==> src/inc/sp_pkg.sv <==
// serial port package: register map, field positions, reset values, states
package sp_pkg;

  // ==========================================================
  // register indices on the plain register port
  localparam logic [2:0] ADDR_SERIAL_CONTROL_REG  = 3'h0;
  localparam logic [2:0] ADDR_SERIAL_BUFFER  = 3'h1;
  localparam logic [2:0] ADDR_TIMER2_CONTROL_REG = 3'h2;
  localparam logic [2:0] ADDR_T2LO  = 3'h3;
  localparam logic [2:0] ADDR_T2HI  = 3'h4;
  localparam logic [2:0] ADDR_RLLO  = 3'h5;
  localparam logic [2:0] ADDR_RLHI  = 3'h6;
  localparam logic [2:0] ADDR_POWER_CONTROL_REG  = 3'h7;

  // ==========================================================
  // serial_control_reg fields
  localparam int SC_SM0 = 7;
  localparam int SC_SM1 = 6;
  localparam int SC_MPC = 5;
  localparam int SC_REN = 4;
  localparam int SC_RB8 = 2;
  localparam int SC_TI  = 1;
  localparam int SC_RI  = 0;

  // ==========================================================
  // timer2_control_reg and power_control_reg fields
  localparam int T2_TF   = 7;
  localparam int T2_EXF  = 6;
  localparam int T2_RCLK = 5;
  localparam int T2_TX_BAUD_FROM_TIMER2 = 4;
  localparam int T2_EXEN = 3;
  localparam int T2_RUN  = 2;
  localparam int T2_CTS  = 1;
  localparam int T2_CPRL = 0;
  localparam int PC_TX2  = 4;
  localparam int PC_RX2  = 5;

  // ==========================================================
  // reset values
  localparam logic [7:0]  RST_BYTE = 8'h00;
  localparam logic [15:0] RST_WORD = 16'h0000;
  localparam logic [8:0]  RST_SH   = 9'h000;
  localparam logic [3:0]  RST_NIB  = 4'h0;

  // ==========================================================
  // machine cycle: 12 oscillator clocks, two phases per state
  localparam logic [3:0]  PH_S1P1 = 4'h0;
  localparam logic [3:0]  PH_S3P1 = 4'h4;
  localparam logic [3:0]  PH_S5P2 = 4'h9;
  localparam logic [3:0]  PH_S6P2 = 4'hb;

  // ==========================================================
  // shift patterns, divider and sample points
  localparam logic [8:0]  M0_RX_INIT  = 9'h1fe;
  localparam logic [8:0]  M1_RX_INIT  = 9'h1ff;
  localparam logic [7:0]  TX_LAST_PAT = 8'h01;
  localparam logic [3:0]  DIV_TOP     = 4'hf;
  localparam logic [3:0]  SMP_A       = 4'h6;
  localparam logic [3:0]  SMP_B       = 4'h7;
  localparam logic [3:0]  SMP_C       = 4'h8;
  localparam logic [15:0] T2_TOP      = 16'hffff;

  // ==========================================================
  // sequencer states, gray along idle-arm-run-last
  typedef enum logic [1:0] {
    SP_IDLE = 2'b00,
    SP_ARM  = 2'b01,
    SP_RUN  = 2'b11,
    SP_LAST = 2'b10
  } sp_seq_t;

endpackage

==> src/hw/sp_serial_port.sv <==
// serial port with shift mode, 10-bit async mode and timer 2 baud source
`timescale 1ns/1ps
`default_nettype none

// Notes on behaviour
// - either timer 2 baud select enters baud mode; tx and rx rates independent
// - port 1 selects sit in timer 2 control; port 2 selects in power control
// - baud mode: high byte overflow reloads both bytes from reload pair
// - with timer 2 source, bit rate is overflow rate over 16
// - internal baud timing advances every state time, fosc/(32*(65536-reload))
// - baud mode overflow sets no overflow flag and raises no interrupt
// - baud mode: external falling edge sets edge flag, never reloads
// - shift mode moves 8 bits lsb first on data pin, clock at fosc/12
// - shift mode buffer write loads marker one; send starts a cycle later
// - shift clock low S3-S5, high S6-S2; shift right at S6P2
// - zero fill; marker beside msb gives last shift, then send off and done
// - shift mode rx starts on enable with done clear; loads 111111110 at S6P2
// - shift mode rx shifts left per cycle, inserting pin sampled at S5P2
// - initial zero at left: final shift, load buffer, end and set done at S1P1
// - async frame: zero start, 8 data lsb first, one stop kept as ninth bit
// - async write loads marker; send starts after next divide-by-16 rollover
// - start bit first, data a bit later, shifts after; done at 10th rollover
// - async rx watches pin at 16x; falling edge clears divider, loads 1ff
// - majority of samples at states 7,8,9; bad start returns to search
// - 9-bit rx register; start bit at left gives load without a final shift
// - load only if done clear and stop good or check off; always re-search
module sp_serial_port (
  // clock and reset
  input  wire logic       i_sys_clk,
  input  wire logic       i_rst_n,
  // register port
  input  wire logic [2:0] i_addr,
  input  wire logic [7:0] i_wdata,
  input  wire logic       i_wr,
  input  wire logic       i_rd,
  output logic      [7:0] o_rdata,
  // serial pins
  input  wire logic       i_rxd,
  output logic            o_rxd_out,
  output logic            o_rxd_oe,
  output logic            o_txd,
  // timer pins and timer 1 overflow
  input  wire logic       i_t2_count_pin,
  input  wire logic       i_t2_ext_pin,
  input  wire logic       i_timer1_ovf,
  // second port baud selects
  output logic            o_port2_tx_baud_select,
  output logic            o_port2_rx_baud_select
);

  // ==========================================================
  // registers
  logic [7:0]       serial_control_reg_q;
  logic [7:0]       serial_control_reg_d;
  logic [7:0]       serial_buffer_q;
  logic [7:0]       timer2_control_reg_q;
  logic [7:0]       timer2_control_reg_d;
  logic [7:0]       power_control_reg_q;
  logic [15:0]      timer2_q;
  logic [15:0]      timer2_d;
  logic [7:0]       reload_low_byte_q;
  logic [7:0]       reload_high_byte_q;
  logic [7:0]       rdata_q;
  logic [3:0]       ph_q;
  logic [2:0]       rxd_sy_q;
  logic [2:0]       cnt_sy_q;
  logic [2:0]       ext_sy_q;
  logic             rxd_prev_q;
  sp_pkg::sp_seq_t  tx_st_q;
  sp_pkg::sp_seq_t  rx_st_q;
  logic [8:0]       tx_sh_q;
  logic [8:0]       rx_sh_q;
  logic             data_en_q;
  logic [3:0]       tx_div_q;
  logic [3:0]       rx_div_q;
  logic             smp_a_q;
  logic             smp_b_q;
  logic             m0_bit_q;
  logic             txd_q;
  logic             rxd_out_q;
  logic             rxd_oe_q;
  logic             p2_tx_q;
  logic             p2_rx_q;

  // ==========================================================
  // decode
  wire wr_serial_control_reg  = i_wr & (i_addr == sp_pkg::ADDR_SERIAL_CONTROL_REG);
  wire wr_serial_buffer  = i_wr & (i_addr == sp_pkg::ADDR_SERIAL_BUFFER);
  wire wr_timer2_control_reg = i_wr & (i_addr == sp_pkg::ADDR_TIMER2_CONTROL_REG);
  wire wr_t2lo  = i_wr & (i_addr == sp_pkg::ADDR_T2LO);
  wire wr_t2hi  = i_wr & (i_addr == sp_pkg::ADDR_T2HI);
  wire wr_rllo  = i_wr & (i_addr == sp_pkg::ADDR_RLLO);
  wire wr_rlhi  = i_wr & (i_addr == sp_pkg::ADDR_RLHI);
  wire wr_power_control_reg  = i_wr & (i_addr == sp_pkg::ADDR_POWER_CONTROL_REG);

  wire mode0    = ~serial_control_reg_q[sp_pkg::SC_SM0]
                & ~serial_control_reg_q[sp_pkg::SC_SM1];
  wire mpc      = serial_control_reg_q[sp_pkg::SC_MPC];
  wire ren      = serial_control_reg_q[sp_pkg::SC_REN];
  wire ri       = serial_control_reg_q[sp_pkg::SC_RI];

  // ==========================================================
  // phase timing
  wire ph_s1p1  = (ph_q == sp_pkg::PH_S1P1);
  wire ph_s5p2  = (ph_q == sp_pkg::PH_S5P2);
  wire ph_s6p2  = (ph_q == sp_pkg::PH_S6P2);
  wire state_end = ph_q[0];
  // shift clock low from S3P1 through S5P2
  wire sclk_low = (ph_q >= sp_pkg::PH_S3P1) & (ph_q <= sp_pkg::PH_S5P2);

  // ==========================================================
  // synchronised pins; stage 0 is read only by stage 1
  wire rxd      = rxd_sy_q[1];
  wire cnt_fall = cnt_sy_q[2] & ~cnt_sy_q[1];
  wire ext_fall = ext_sy_q[2] & ~ext_sy_q[1];

  // ==========================================================
  // timer 2
  wire tx_baud_from_timer2      = timer2_control_reg_q[sp_pkg::T2_TX_BAUD_FROM_TIMER2];
  wire rclk      = timer2_control_reg_q[sp_pkg::T2_RCLK];
  wire baud_mode = tx_baud_from_timer2 | rclk;
  wire t2_run    = timer2_control_reg_q[sp_pkg::T2_RUN];
  wire t2_cts    = timer2_control_reg_q[sp_pkg::T2_CTS];
  wire exen      = timer2_control_reg_q[sp_pkg::T2_EXEN];
  wire cprl      = timer2_control_reg_q[sp_pkg::T2_CPRL];
  // baud timing steps each state time, plain timing each machine cycle
  wire t2_step   = baud_mode ? state_end : ph_s6p2;
  wire t2_inc    = t2_run & (t2_cts ? cnt_fall : t2_step);
  wire t2_ovf    = t2_inc & (timer2_q == sp_pkg::T2_TOP);
  // external edge reloads only outside baud mode
  wire ext_rld   = ext_fall & exen & ~baud_mode & ~cprl;
  wire [15:0] reload_val = {reload_high_byte_q, reload_low_byte_q};
  wire tf2_set   = t2_ovf & ~baud_mode;
  wire external_edge_flag_set  = ext_fall & exen;

  always_comb begin
    timer2_d = timer2_q;
    if (t2_ovf | ext_rld) begin
      timer2_d = reload_val;
    end else if (t2_inc) begin
      timer2_d = timer2_q + 16'h0001;
    end
    // software access wins; it is only safe with the timer stopped
    if (wr_t2lo) begin
      timer2_d[7:0] = i_wdata;
    end
    if (wr_t2hi) begin
      timer2_d[15:8] = i_wdata;
    end
  end

  always_comb begin
    timer2_control_reg_d = wr_timer2_control_reg ? i_wdata : timer2_control_reg_q;
    // a flag event in a clearing cycle is kept
    timer2_control_reg_d[sp_pkg::T2_TF] =
      timer2_control_reg_d[sp_pkg::T2_TF] | tf2_set;
    timer2_control_reg_d[sp_pkg::T2_EXF] =
      timer2_control_reg_d[sp_pkg::T2_EXF] | external_edge_flag_set;
  end

  // ==========================================================
  // baud ticks at 16x, chosen per direction
  wire tx_tick = tx_baud_from_timer2 ? t2_ovf : i_timer1_ovf;
  wire rx_tick = rclk ? t2_ovf : i_timer1_ovf;
  wire tx_roll = tx_tick & (tx_div_q == sp_pkg::DIV_TOP);

  // ==========================================================
  // transmit
  wire tx_last  = (tx_sh_q[8:1] == sp_pkg::TX_LAST_PAT);
  wire [8:0] tx_shr = {1'b0, tx_sh_q[8:1]};
  wire tx_send  = (tx_st_q == sp_pkg::SP_RUN) | (tx_st_q == sp_pkg::SP_LAST);
  logic ti_set;
  logic m1_ti;

  always_comb begin
    ti_set = 1'b0;
    m1_ti = 1'b0;
    if (mode0) begin
      ti_set = (tx_st_q == sp_pkg::SP_LAST) & ph_s1p1;
    end else begin
      m1_ti = (tx_st_q == sp_pkg::SP_RUN) & tx_roll & data_en_q & tx_last;
      ti_set = m1_ti;
    end
  end

  // ==========================================================
  // receive
  wire maj = (smp_a_q & smp_b_q) | (smp_a_q & rxd) | (smp_b_q & rxd);
  wire rx_busy1  = ~mode0 & (rx_st_q == sp_pkg::SP_RUN);
  wire rx_decide = rx_busy1 & rx_tick & (rx_div_q == sp_pkg::SMP_C);
  wire rx_first  = (rx_sh_q == sp_pkg::M1_RX_INIT);
  wire rx_bad    = rx_decide & rx_first & maj;
  wire rx_final  = rx_decide & ~rx_sh_q[8];
  wire rx_accept = rx_final & ~ri & (~mpc | maj);
  wire m1_edge   = ~mode0 & ren & (rx_st_q == sp_pkg::SP_IDLE)
                 & rx_tick & rxd_prev_q & ~rxd;
  wire m0_load   = mode0 & (rx_st_q == sp_pkg::SP_LAST) & ph_s1p1;
  wire ri_set    = rx_accept | m0_load;
  // first bit in lands highest, so reverse into the buffer
  wire [7:0] rx_rev;
  genvar gi;
  generate
    for (gi = 0; gi < 8; gi++) begin : g_rev
      assign rx_rev[gi] = rx_sh_q[7 - gi];
    end
  endgenerate

  always_comb begin
    serial_control_reg_d = wr_serial_control_reg ? i_wdata : serial_control_reg_q;
    serial_control_reg_d[sp_pkg::SC_TI] =
      serial_control_reg_d[sp_pkg::SC_TI] | ti_set;
    serial_control_reg_d[sp_pkg::SC_RI] =
      serial_control_reg_d[sp_pkg::SC_RI] | ri_set;
    if (rx_accept) begin
      serial_control_reg_d[sp_pkg::SC_RB8] = maj;
    end
  end

  // ==========================================================
  // pin drive
  logic txd_d;
  always_comb begin
    if (mode0) begin
      txd_d = ((tx_send | (rx_st_q == sp_pkg::SP_RUN)
              | (rx_st_q == sp_pkg::SP_LAST)) & sclk_low) ? 1'b0 : 1'b1;
    end else if (tx_st_q == sp_pkg::SP_RUN) begin
      txd_d = data_en_q ? tx_sh_q[0] : 1'b0;
    end else begin
      txd_d = 1'b1;
    end
  end

  // ==========================================================
  // read mux; data shows in the cycle after the strobe only
  logic [7:0] rd_sel;
  always_comb begin
    unique case (i_addr)
      sp_pkg::ADDR_SERIAL_CONTROL_REG:  rd_sel = serial_control_reg_q;
      sp_pkg::ADDR_SERIAL_BUFFER:  rd_sel = serial_buffer_q;
      sp_pkg::ADDR_TIMER2_CONTROL_REG: rd_sel = timer2_control_reg_q;
      sp_pkg::ADDR_T2LO:  rd_sel = timer2_q[7:0];
      sp_pkg::ADDR_T2HI:  rd_sel = timer2_q[15:8];
      sp_pkg::ADDR_RLLO:  rd_sel = reload_low_byte_q;
      sp_pkg::ADDR_RLHI:  rd_sel = reload_high_byte_q;
      sp_pkg::ADDR_POWER_CONTROL_REG:  rd_sel = power_control_reg_q;
    endcase
  end

  // ==========================================================
  // software registers and timer
  always_ff @(posedge i_sys_clk) begin
    if (!i_rst_n) begin
      serial_control_reg_q <= sp_pkg::RST_BYTE;
      timer2_control_reg_q <= sp_pkg::RST_BYTE;
      power_control_reg_q  <= sp_pkg::RST_BYTE;
      reload_low_byte_q    <= sp_pkg::RST_BYTE;
      reload_high_byte_q   <= sp_pkg::RST_BYTE;
      timer2_q             <= sp_pkg::RST_WORD;
      rdata_q              <= sp_pkg::RST_BYTE;
    end else begin
      serial_control_reg_q <= serial_control_reg_d;
      timer2_control_reg_q <= timer2_control_reg_d;
      timer2_q             <= timer2_d;
      rdata_q              <= i_rd ? rd_sel : sp_pkg::RST_BYTE;
      if (wr_power_control_reg) begin
        power_control_reg_q <= i_wdata;
      end
      if (wr_rllo) begin
        reload_low_byte_q <= i_wdata;
      end
      if (wr_rlhi) begin
        reload_high_byte_q <= i_wdata;
      end
    end
  end

  // ==========================================================
  // phase counter and synchronisers
  always_ff @(posedge i_sys_clk) begin
    if (!i_rst_n) begin
      ph_q     <= sp_pkg::RST_NIB;
      rxd_sy_q <= 3'h7;
      cnt_sy_q <= 3'h7;
      ext_sy_q <= 3'h7;
    end else begin
      ph_q     <= ph_s6p2 ? sp_pkg::PH_S1P1 : ph_q + 4'h1;
      rxd_sy_q <= {rxd_sy_q[1:0], i_rxd};
      cnt_sy_q <= {cnt_sy_q[1:0], i_t2_count_pin};
      ext_sy_q <= {ext_sy_q[1:0], i_t2_ext_pin};
    end
  end

  // ==========================================================
  // transmit sequencer
  always_ff @(posedge i_sys_clk) begin
    if (!i_rst_n) begin
      tx_st_q   <= sp_pkg::SP_IDLE;
      tx_sh_q   <= sp_pkg::RST_SH;
      data_en_q <= 1'b0;
      tx_div_q  <= sp_pkg::RST_NIB;
    end else begin
      if (tx_tick) begin
        tx_div_q <= tx_div_q + 4'h1;
      end
      if (wr_serial_buffer) begin
        tx_sh_q   <= {1'b1, i_wdata};
        tx_st_q   <= sp_pkg::SP_ARM;
        data_en_q <= 1'b0;
      end else if (mode0) begin
        unique case (tx_st_q)
          sp_pkg::SP_IDLE: ;
          sp_pkg::SP_ARM: begin
            if (ph_s6p2) begin
              tx_st_q <= sp_pkg::SP_RUN;
            end
          end
          sp_pkg::SP_RUN: begin
            if (ph_s6p2) begin
              tx_sh_q <= tx_shr;
              if (tx_last) begin
                tx_st_q <= sp_pkg::SP_LAST;
              end
            end
          end
          sp_pkg::SP_LAST: begin
            if (ph_s1p1) begin
              tx_st_q <= sp_pkg::SP_IDLE;
            end
          end
        endcase
      end else if (tx_roll) begin
        unique case (tx_st_q)
          sp_pkg::SP_IDLE: ;
          sp_pkg::SP_ARM: tx_st_q <= sp_pkg::SP_RUN;
          sp_pkg::SP_RUN: begin
            if (!data_en_q) begin
              data_en_q <= 1'b1;
            end else begin
              tx_sh_q <= tx_shr;
              if (m1_ti) begin
                tx_st_q   <= sp_pkg::SP_IDLE;
                data_en_q <= 1'b0;
              end
            end
          end
          sp_pkg::SP_LAST: tx_st_q <= sp_pkg::SP_IDLE;
        endcase
      end
    end
  end

  // ==========================================================
  // receive sequencer
  always_ff @(posedge i_sys_clk) begin
    if (!i_rst_n) begin
      rx_st_q    <= sp_pkg::SP_IDLE;
      rx_sh_q    <= sp_pkg::RST_SH;
      rx_div_q   <= sp_pkg::RST_NIB;
      rxd_prev_q <= 1'b1;
      smp_a_q    <= 1'b1;
      smp_b_q    <= 1'b1;
      m0_bit_q   <= 1'b1;
    end else if (mode0) begin
      rxd_prev_q <= 1'b1;
      unique case (rx_st_q)
        sp_pkg::SP_IDLE: begin
          if (ren & ~ri) begin
            rx_st_q <= sp_pkg::SP_ARM;
          end
        end
        sp_pkg::SP_ARM: begin
          if (ph_s6p2) begin
            rx_sh_q <= sp_pkg::M0_RX_INIT;
            rx_st_q <= sp_pkg::SP_RUN;
          end
        end
        sp_pkg::SP_RUN: begin
          if (ph_s5p2) begin
            m0_bit_q <= rxd;
          end
          if (ph_s6p2) begin
            rx_sh_q <= {rx_sh_q[7:0], m0_bit_q};
            if (!rx_sh_q[7]) begin
              rx_st_q <= sp_pkg::SP_LAST;
            end
          end
        end
        sp_pkg::SP_LAST: begin
          if (ph_s1p1) begin
            rx_st_q <= sp_pkg::SP_IDLE;
          end
        end
      endcase
    end else if (rx_tick) begin
      rxd_prev_q <= rxd;
      if (m1_edge) begin
        rx_div_q <= sp_pkg::RST_NIB;
        rx_sh_q  <= sp_pkg::M1_RX_INIT;
        rx_st_q  <= sp_pkg::SP_RUN;
      end else if (rx_busy1) begin
        rx_div_q <= rx_div_q + 4'h1;
        if (rx_div_q == sp_pkg::SMP_A) begin
          smp_a_q <= rxd;
        end
        if (rx_div_q == sp_pkg::SMP_B) begin
          smp_b_q <= rxd;
        end
        if (rx_bad | rx_final) begin
          rx_st_q <= sp_pkg::SP_IDLE;
        end else if (rx_decide) begin
          rx_sh_q <= {rx_sh_q[7:0], maj};
        end
      end else if (rx_st_q != sp_pkg::SP_IDLE) begin
        rx_st_q <= sp_pkg::SP_IDLE;
      end
    end
  end

  // ==========================================================
  // receive buffer
  always_ff @(posedge i_sys_clk) begin
    if (!i_rst_n) begin
      serial_buffer_q <= sp_pkg::RST_BYTE;
    end else if (m0_load | rx_accept) begin
      serial_buffer_q <= rx_rev;
    end
  end

  // ==========================================================
  // registered outputs
  always_ff @(posedge i_sys_clk) begin
    if (!i_rst_n) begin
      txd_q     <= 1'b1;
      rxd_out_q <= 1'b1;
      rxd_oe_q  <= 1'b0;
      p2_tx_q   <= 1'b0;
      p2_rx_q   <= 1'b0;
    end else begin
      txd_q     <= txd_d;
      rxd_out_q <= tx_sh_q[0];
      rxd_oe_q  <= mode0 & tx_send;
      p2_tx_q   <= power_control_reg_q[sp_pkg::PC_TX2];
      p2_rx_q   <= power_control_reg_q[sp_pkg::PC_RX2];
    end
  end

  assign o_rdata   = rdata_q;
  assign o_txd     = txd_q;
  assign o_rxd_out = rxd_out_q;
  assign o_rxd_oe  = rxd_oe_q;
  assign o_port2_tx_baud_select = p2_tx_q;
  assign o_port2_rx_baud_select = p2_rx_q;

endmodule

`default_nettype wire

==> config.mk <==
export PLATFORM = sky130hd
export DESIGN_NAME = sp_serial_port
export DESIGN_NICKNAME = d
export VERILOG_FILES = /design/src/inc/sp_pkg.sv /design/src/hw/sp_serial_port.sv
export SDC_FILE = /design/constraint.sdc
export NUM_CORES = 1
export LEC_CHECK = 0
export ABC_AREA = 1
export BUFFER_PORTS_ARGS = -buffer_cell sky130_fd_sc_hd__buf_2
export CORE_MARGIN = 2
export CORE_UTILIZATION = 50
export CTS_BUF_LIST = sky130_fd_sc_hd__clkbuf_8
export DETAILED_ROUTE_END_ITERATION = 10
export HOLD_SLACK_MARGIN = 0.02
export PLACE_DENSITY = 0.68
export RECOVER_POWER = 25
export SYNTH_ARGS = -nofsm -noshare
export SYNTH_HDL_FRONTEND = slang
export SYNTH_SLANG_ARGS = --single-unit
==> constraint.sdc <==
create_clock -name i_sys_clk -period 5.3 [get_ports i_sys_clk]
set_clock_uncertainty 0.15 [all_clocks]
set_input_delay 1.06 -clock i_sys_clk [delete_from_list [all_inputs] [get_ports i_sys_clk]]
set_output_delay 1.06 -clock i_sys_clk [all_outputs]
set_load 0.005 [all_outputs]
* Word-level counts from Yosys, hierarchy flattened
Index checks and enable logic that the tools add are counted.
** Word-level totals
- Logic and storage cells :: 244
- Bits in latches :: 0
- Flip-flop bits (word level) :: 124
- Bits in read-only memories :: 0
- RAM bits :: 0
- Memories :: 0
** Operators by class
- Bitwise operators :: 71
- Add/sub/neg operators :: 4
- Equality and inequality tests :: 43
- Muxes and demuxes :: 59
- Multiply operators :: 0
- $lt $le $gt $ge :: 2
- Div/mod/pow operators :: 0
- Reduce and logical (&&, ||, !) cells :: 32
- Shifts and indexed selects :: 0
** Operator list (number)
- 9-bit two-way mux :: 15
- 8-bit one-hot mux with 8 select lines :: 1
- 1-bit AND :: 44
- 2-bit two-way mux :: 17
- 3-bit inequality test (second input constant) :: 11
- 16-bit two-way mux :: 2
- 8-bit two-way mux :: 3
- 4-bit inequality test (second input constant) :: 6
- 8-bit AND reduction :: 3
- 3-bit nonzero test :: 7
- 9-bit one-hot mux with 2 select lines :: 1
- 16-bit by 1-bit adder with 16-bit output (second input constant) :: 1
- 16-bit equality test (second input constant) :: 1
- 4-bit equality test (second input constant) :: 4
- 1-bit two-way mux :: 14
- 1-bit OR :: 14
- 1-bit NOT :: 13
- 4-bit by 1-bit adder with 4-bit output (second input constant) :: 3
- 3-bit equality test (second input constant) :: 4
- 2-bit one-hot mux with 3 select lines :: 2
- 2-bit nonzero test :: 6
- 5-bit AND reduction :: 2
- 9-bit equality test (second input constant) :: 1
- 3-bit AND reduction :: 3
- other kinds (22) :: 33

* Logic depth before layout (Yosys ltp)
- Depth in word-level cells :: 17
- Mapped depth :: 16
- Depth with buffers taken out :: 15

* Worst setup path before layout
OpenSTA, ideal clock, no wires.
- Path kind :: input port to flip-flop
- Start :: input port i_addr[2]
- End :: register timer2_q[7]
- Path slack :: 2.802 ns
- Setup time :: 0.095 ns
- Buffers on the path :: 0
- Cell stages on the path :: 7
- Data required time :: 5.055 ns
- Arrival :: 2.253 ns
- Path through :: inv_1 -> nand3_2 -> nor2_1 -> clkinv_1 -> nand2_1 -> inv_1 -> a221oi_1
** On the way
- Longest elaborated chain between the ends :: 3
- Elaborated cells between the ends (all ways) :: 4
** RTL lines
- from (decl) :: RTL line sp_serial_port.sv:32 : input wire logic [2:0] i_addr,
- 3-bit by 2-bit equality test with 1-bit output (*) :: RTL line sp_serial_port.sv:90 : wire wr_t2lo = i_wr & (i_addr == sp_pkg::ADDR_T2LO);
- 1-bit AND (*) :: RTL line sp_serial_port.sv:90
- 3-bit nonzero test (no source line) / 8-bit two-way mux (equally long branches)
- to (signal assigned) :: RTL line sp_serial_port.sv:258 : timer2_q <= sp_pkg::RST_WORD;
- to (signal assigned) :: RTL line sp_serial_port.sv:263 : timer2_q <= timer2_d;
- to (decl) :: RTL line sp_serial_port.sv:59 : logic [15:0] timer2_q;
Mark *: on every way between the ends. The rest lies on a longest branch, timed or not.
A chain may end at the register's enable or synchronous reset.

* Final worst setup path
- Start :: input port i_rst_n
- End :: register rxd_sy_q[1]
** RTL lines
- from (decl) :: RTL line sp_serial_port.sv:30 : input wire logic i_rst_n,
- to (signal assigned) :: RTL line sp_serial_port.sv:287 : rxd_sy_q <= {rxd_sy_q[1:0], i_rxd};
- to (decl) :: RTL line sp_serial_port.sv:65 : logic [2:0] rxd_sy_q;
No word-level cell between the ends.

==> impl_metrics.json <==
{
  "dieWidth_um": 114,
  "power_mw": 2.06,
  "avgSynthCellArea_um2": 7.32,
  "synth_area_um2": 6060,
  "drive_gt1_frac": 0.109,
  "ys_top_cells_by_area": "dfxtp_1, nand2_1, o21ai_0",
  "crit_arrival_ns": 3.96,
  "cts-root-buf": "clkbuf_8",
  "synth-edff-count": 0,
  "hp-start": "cnt_sy_q[0]",
  "clock_sinks": 124,
  "fillCellCount": 1146,
  "r2r-start": "timer2_q[1]",
  "hold_class": "reg -> reg",
  "path_max_fanout": 51,
  "crit_buf_inv": 2,
  "crit_family": "buffers and inverters",
  "vias": 5724,
  "grt_max_degree": 52,
  "ys_seq_area_frac": 0.410,
  "vdd_drop_max_mv": 0.267,
  "synth_top_area_share": 0.410,
  "syn-instance-count": 827,
  "cts_tree": "done",
  "start_kind": "input pin",
  "hold_buffers": 0,
  "status": "finished with violations",
  "rows": 40,
  "clk_latency_ns": 0.45,
  "drt-initial-drc-count": 458,
  "preCtsSetupSlack_ns": 1.93,
  "gp_congestion": 0.995,
  "final.setup.worst_slack_ns": 1.51,
  "synth_cell_types": 48,
  "synth_async_sr_flop_share": 0,
  "setup-violations-final": 0,
  "postCtsSetupBuffers": 0,
  "clkSlewWorstSetupHoldPaths_ns": 0.07,
  "rsz0062_at_grt": "no",
  "die_height_um": 114,
  "antenna_left": 0,
  "start_util": 0.508,
  "cts_buffers": 17,
  "cap_violations": 1,
  "synth_top_area_cell": "dfxtp_1",
  "crit_path_start": "i_rst_n",
  "antenna_found_initial": 0,
  "coreArea_um2": 11900,
  "maxSlewViolCount": 52,
  "vias_per_cell": 5.67,
  "crit_type": "in -> reg",
  "gr-total-overflow": 0,
  "max_stage_delay_ns": 1.42,
  "htree_levels": 4,
  "p_per_area_nw_per_um2": 310,
  "synth_xor_area_frac": 0.0188,
  "finalCriticalPeriod_ns": 3.79,
  "grt.total_usage": 0.272,
  "finalCritPeriodShare": 0.714,
  "dpl.hpwl_um": 12400,
  "setup_tns_ns": 0,
  "crit_chain": "clkbuf_1 -> inv_1 -> or2_2",
  "hold_viol": 0,
  "firstDrtPassIters": 6,
  "synth_top_family_by_area": "simple AND/OR/NAND/NOR gates",
  "crit_path_end_kind": "flop",
  "routedWlPerCell_um": 16.8,
  "ios": 32,
  "ys_warn_count": 0,
  "synthToLayoutAreaGrowth_pct": 9.77,
  "max_freq_mhz": 264,
  "yosys_register_bits": 124,
  "synth_compound_area_frac": 0.227,
  "slew_headroom": -0.344,
  "drc": 0,
  "crit_slowest_cell": "clkbuf_1",
  "violations": "max-capacitance violations, max-slew violations",
  "diodes": 0,
  "synth_nets": 855,
  "die_area_um2": 13000,
  "nets": 882,
  "grt_pass1_wl_um": 27400,
  "synth_mux_area_frac": 0.00496,
  "finalWirelength_um": 17000,
  "ys.flop_type": "dfxtp_1",
  "grt_pass1_vias": 5413,
  "cts_resized": 0,
  "tightestPinTransition_ns": 2.02,
  "p_leak_nw": 2.68,
  "synthAdderAreaFrac": 0.0186,
  "cts_buffer_depth": 2,
  "portBuffers": 31,
  "required_ns": 5.48,
  "synthSimpleGateAreaFrac": 0.236
}
## worst register-to-register path: cells and delay by family (launching register included)
kind,cells,cell delay (ns)
AND/OR/NAND/NOR,8,1.23
flip-flops,1,0.41
AO/OA/AOI/OAI,2,0.30
adder cells (fa/ha/maj),1,0.22
buffers and inverters,2,0.28
## power breakdown
part           total [mW]  leakage [nW]  internal (mW)  switching [mW]
Sequential           1.01          1.01          0.974          0.0315
Combinational       0.227          1.48         0.0713           0.156
Clock               0.830         0.195          0.461           0.369
Total                2.06          2.68           1.51           0.556
## area by class of cell
class                   instances  area, µm²  area share
well taps                     147        184      0.0277
clock buffers                  18        248      0.0373
flip-flops and latches        124       2480       0.373
clock inverters                 9        128      0.0192
multi-input cells             575       3060       0.460
inverters                     104        393      0.0591
repair buffers                 32        153      0.0230
## final timing paths
path                            slack (ns)  cells after the start           to
worst max-delay path                  1.51                      3  rxd_sy_q[1]
worst min-delay path                  0.27                      1  cnt_sy_q[1]
worst max register to register        2.63                     13  timer2_q[6]
worst min register to register        0.27                      1  cnt_sy_q[1]
## placed cells by master (no fill, tap or decap), types with 2 or more instances in the layout
cell type | Yosys | routed
o21ai_0 | 99 | 99
o2111ai_1 | 3 | 3
clkbuf_1 | 17 | 8
o211ai_1 | 4 | 4
bufinv_16 | 0 | 3
o22ai_1 | 11 | 11
a21oi_1 | 91 | 91
mux2i_1 | 3 | 3
a211oi_1 | 7 | 7
nand2_1 | 138 | 138
xor2_1 | 10 | 10
clkinv_4 | 0 | 2
buf_2 | 3 | 23
clkinv_1 | 2 | 2
nand2_4 | 5 | 5
nand2_2 | 7 | 7
o311ai_0 | 2 | 2
a31oi_1 | 3 | 3
xnor2_1 | 3 | 3
nand3_4 | 2 | 2
o221ai_1 | 2 | 2
nor3_1 | 9 | 9
dfxtp_1 | 124 | 124
o21ai_1 | 2 | 2
nand3_2 | 5 | 5
inv_1 | 98 | 100
and3_1 | 3 | 3
or2_2 | 11 | 11
nor2_4 | 3 | 3
nor2_1 | 82 | 82
nor2_2 | 3 | 3
ha_1 | 9 | 9
inv_2 | 3 | 3
clkbuf_8 | 0 | 18
a221oi_1 | 13 | 13
nand4_1 | 10 | 10
nand3_1 | 24 | 24
## Yosys cell counts, types with 4 or more instances
library cell  count
nand3_2           5
nand2_4           5
nand2_1         138
or2_2            11
xor2_1           10
a211oi_1          7
inv_1            98
nand4_1          10
o22ai_1          11
nand3_1          24
clkbuf_1         17
dfxtp_1         124
nor3_1            9
nor2_1           82
a21oi_1          91
nand2_2           7
a221oi_1         13
o211ai_1          4
o21ai_0          99
ha_1              9
## registers in the layout, summed over array words and instances, names as in the netlist, 2 cells and up
name and cells:
timer2_q 16, rx_sh_q 9, tx_sh_q 9, o_rdata 8, power_control_reg_q 8, reload_high_byte_q 8, reload_low_byte_q 8, serial_buffer_q 8
serial_control_reg_q 8, timer2_control_reg_q 8, ph_q 4, rx_div_q 4, tx_div_q 4, cnt_sy_q 3, ext_sy_q 3, rx_st_q 2
rxd_sy_q 2, tx_st_q 2
## metrics by stage
step,hold slack (ns),util,cells,instance area (µm²)
2_1_floorplan,0.242,-,827,6060
3_3_place_gp,0.247,0.527,982,6280
3_5_place_dp,0.258,0.527,982,6280
4_1_cts,0.274,0.559,1009,6660
5_1_grt,0.282,0.558,1009,6650
6_report,0.272,0.558,1009,6650
## routing by layer
metal,share of wire,GRT usage,vias to the layer above,wire (µm)
li1,-,-,2825,-
met1,0.43,0.342,2661,7300
met2,0.47,0.445,194,7950
met3,0.066,0.0641,44,1130
met4,0.034,0.120,0,584
met5,0,0,-,0
## cell families (layout without fill, tap and decap cells)
group | Yosys count | count (layout)
simple gates | 305 | 305
flops | 124 | 124
compound gates | 245 | 245
buf+inv | 128 | 163
mux | 3 | 3
xor+xnor | 13 | 13
fa+ha+maj | 9 | 9
No activity file was read; power rests on OpenSTA's default activity.
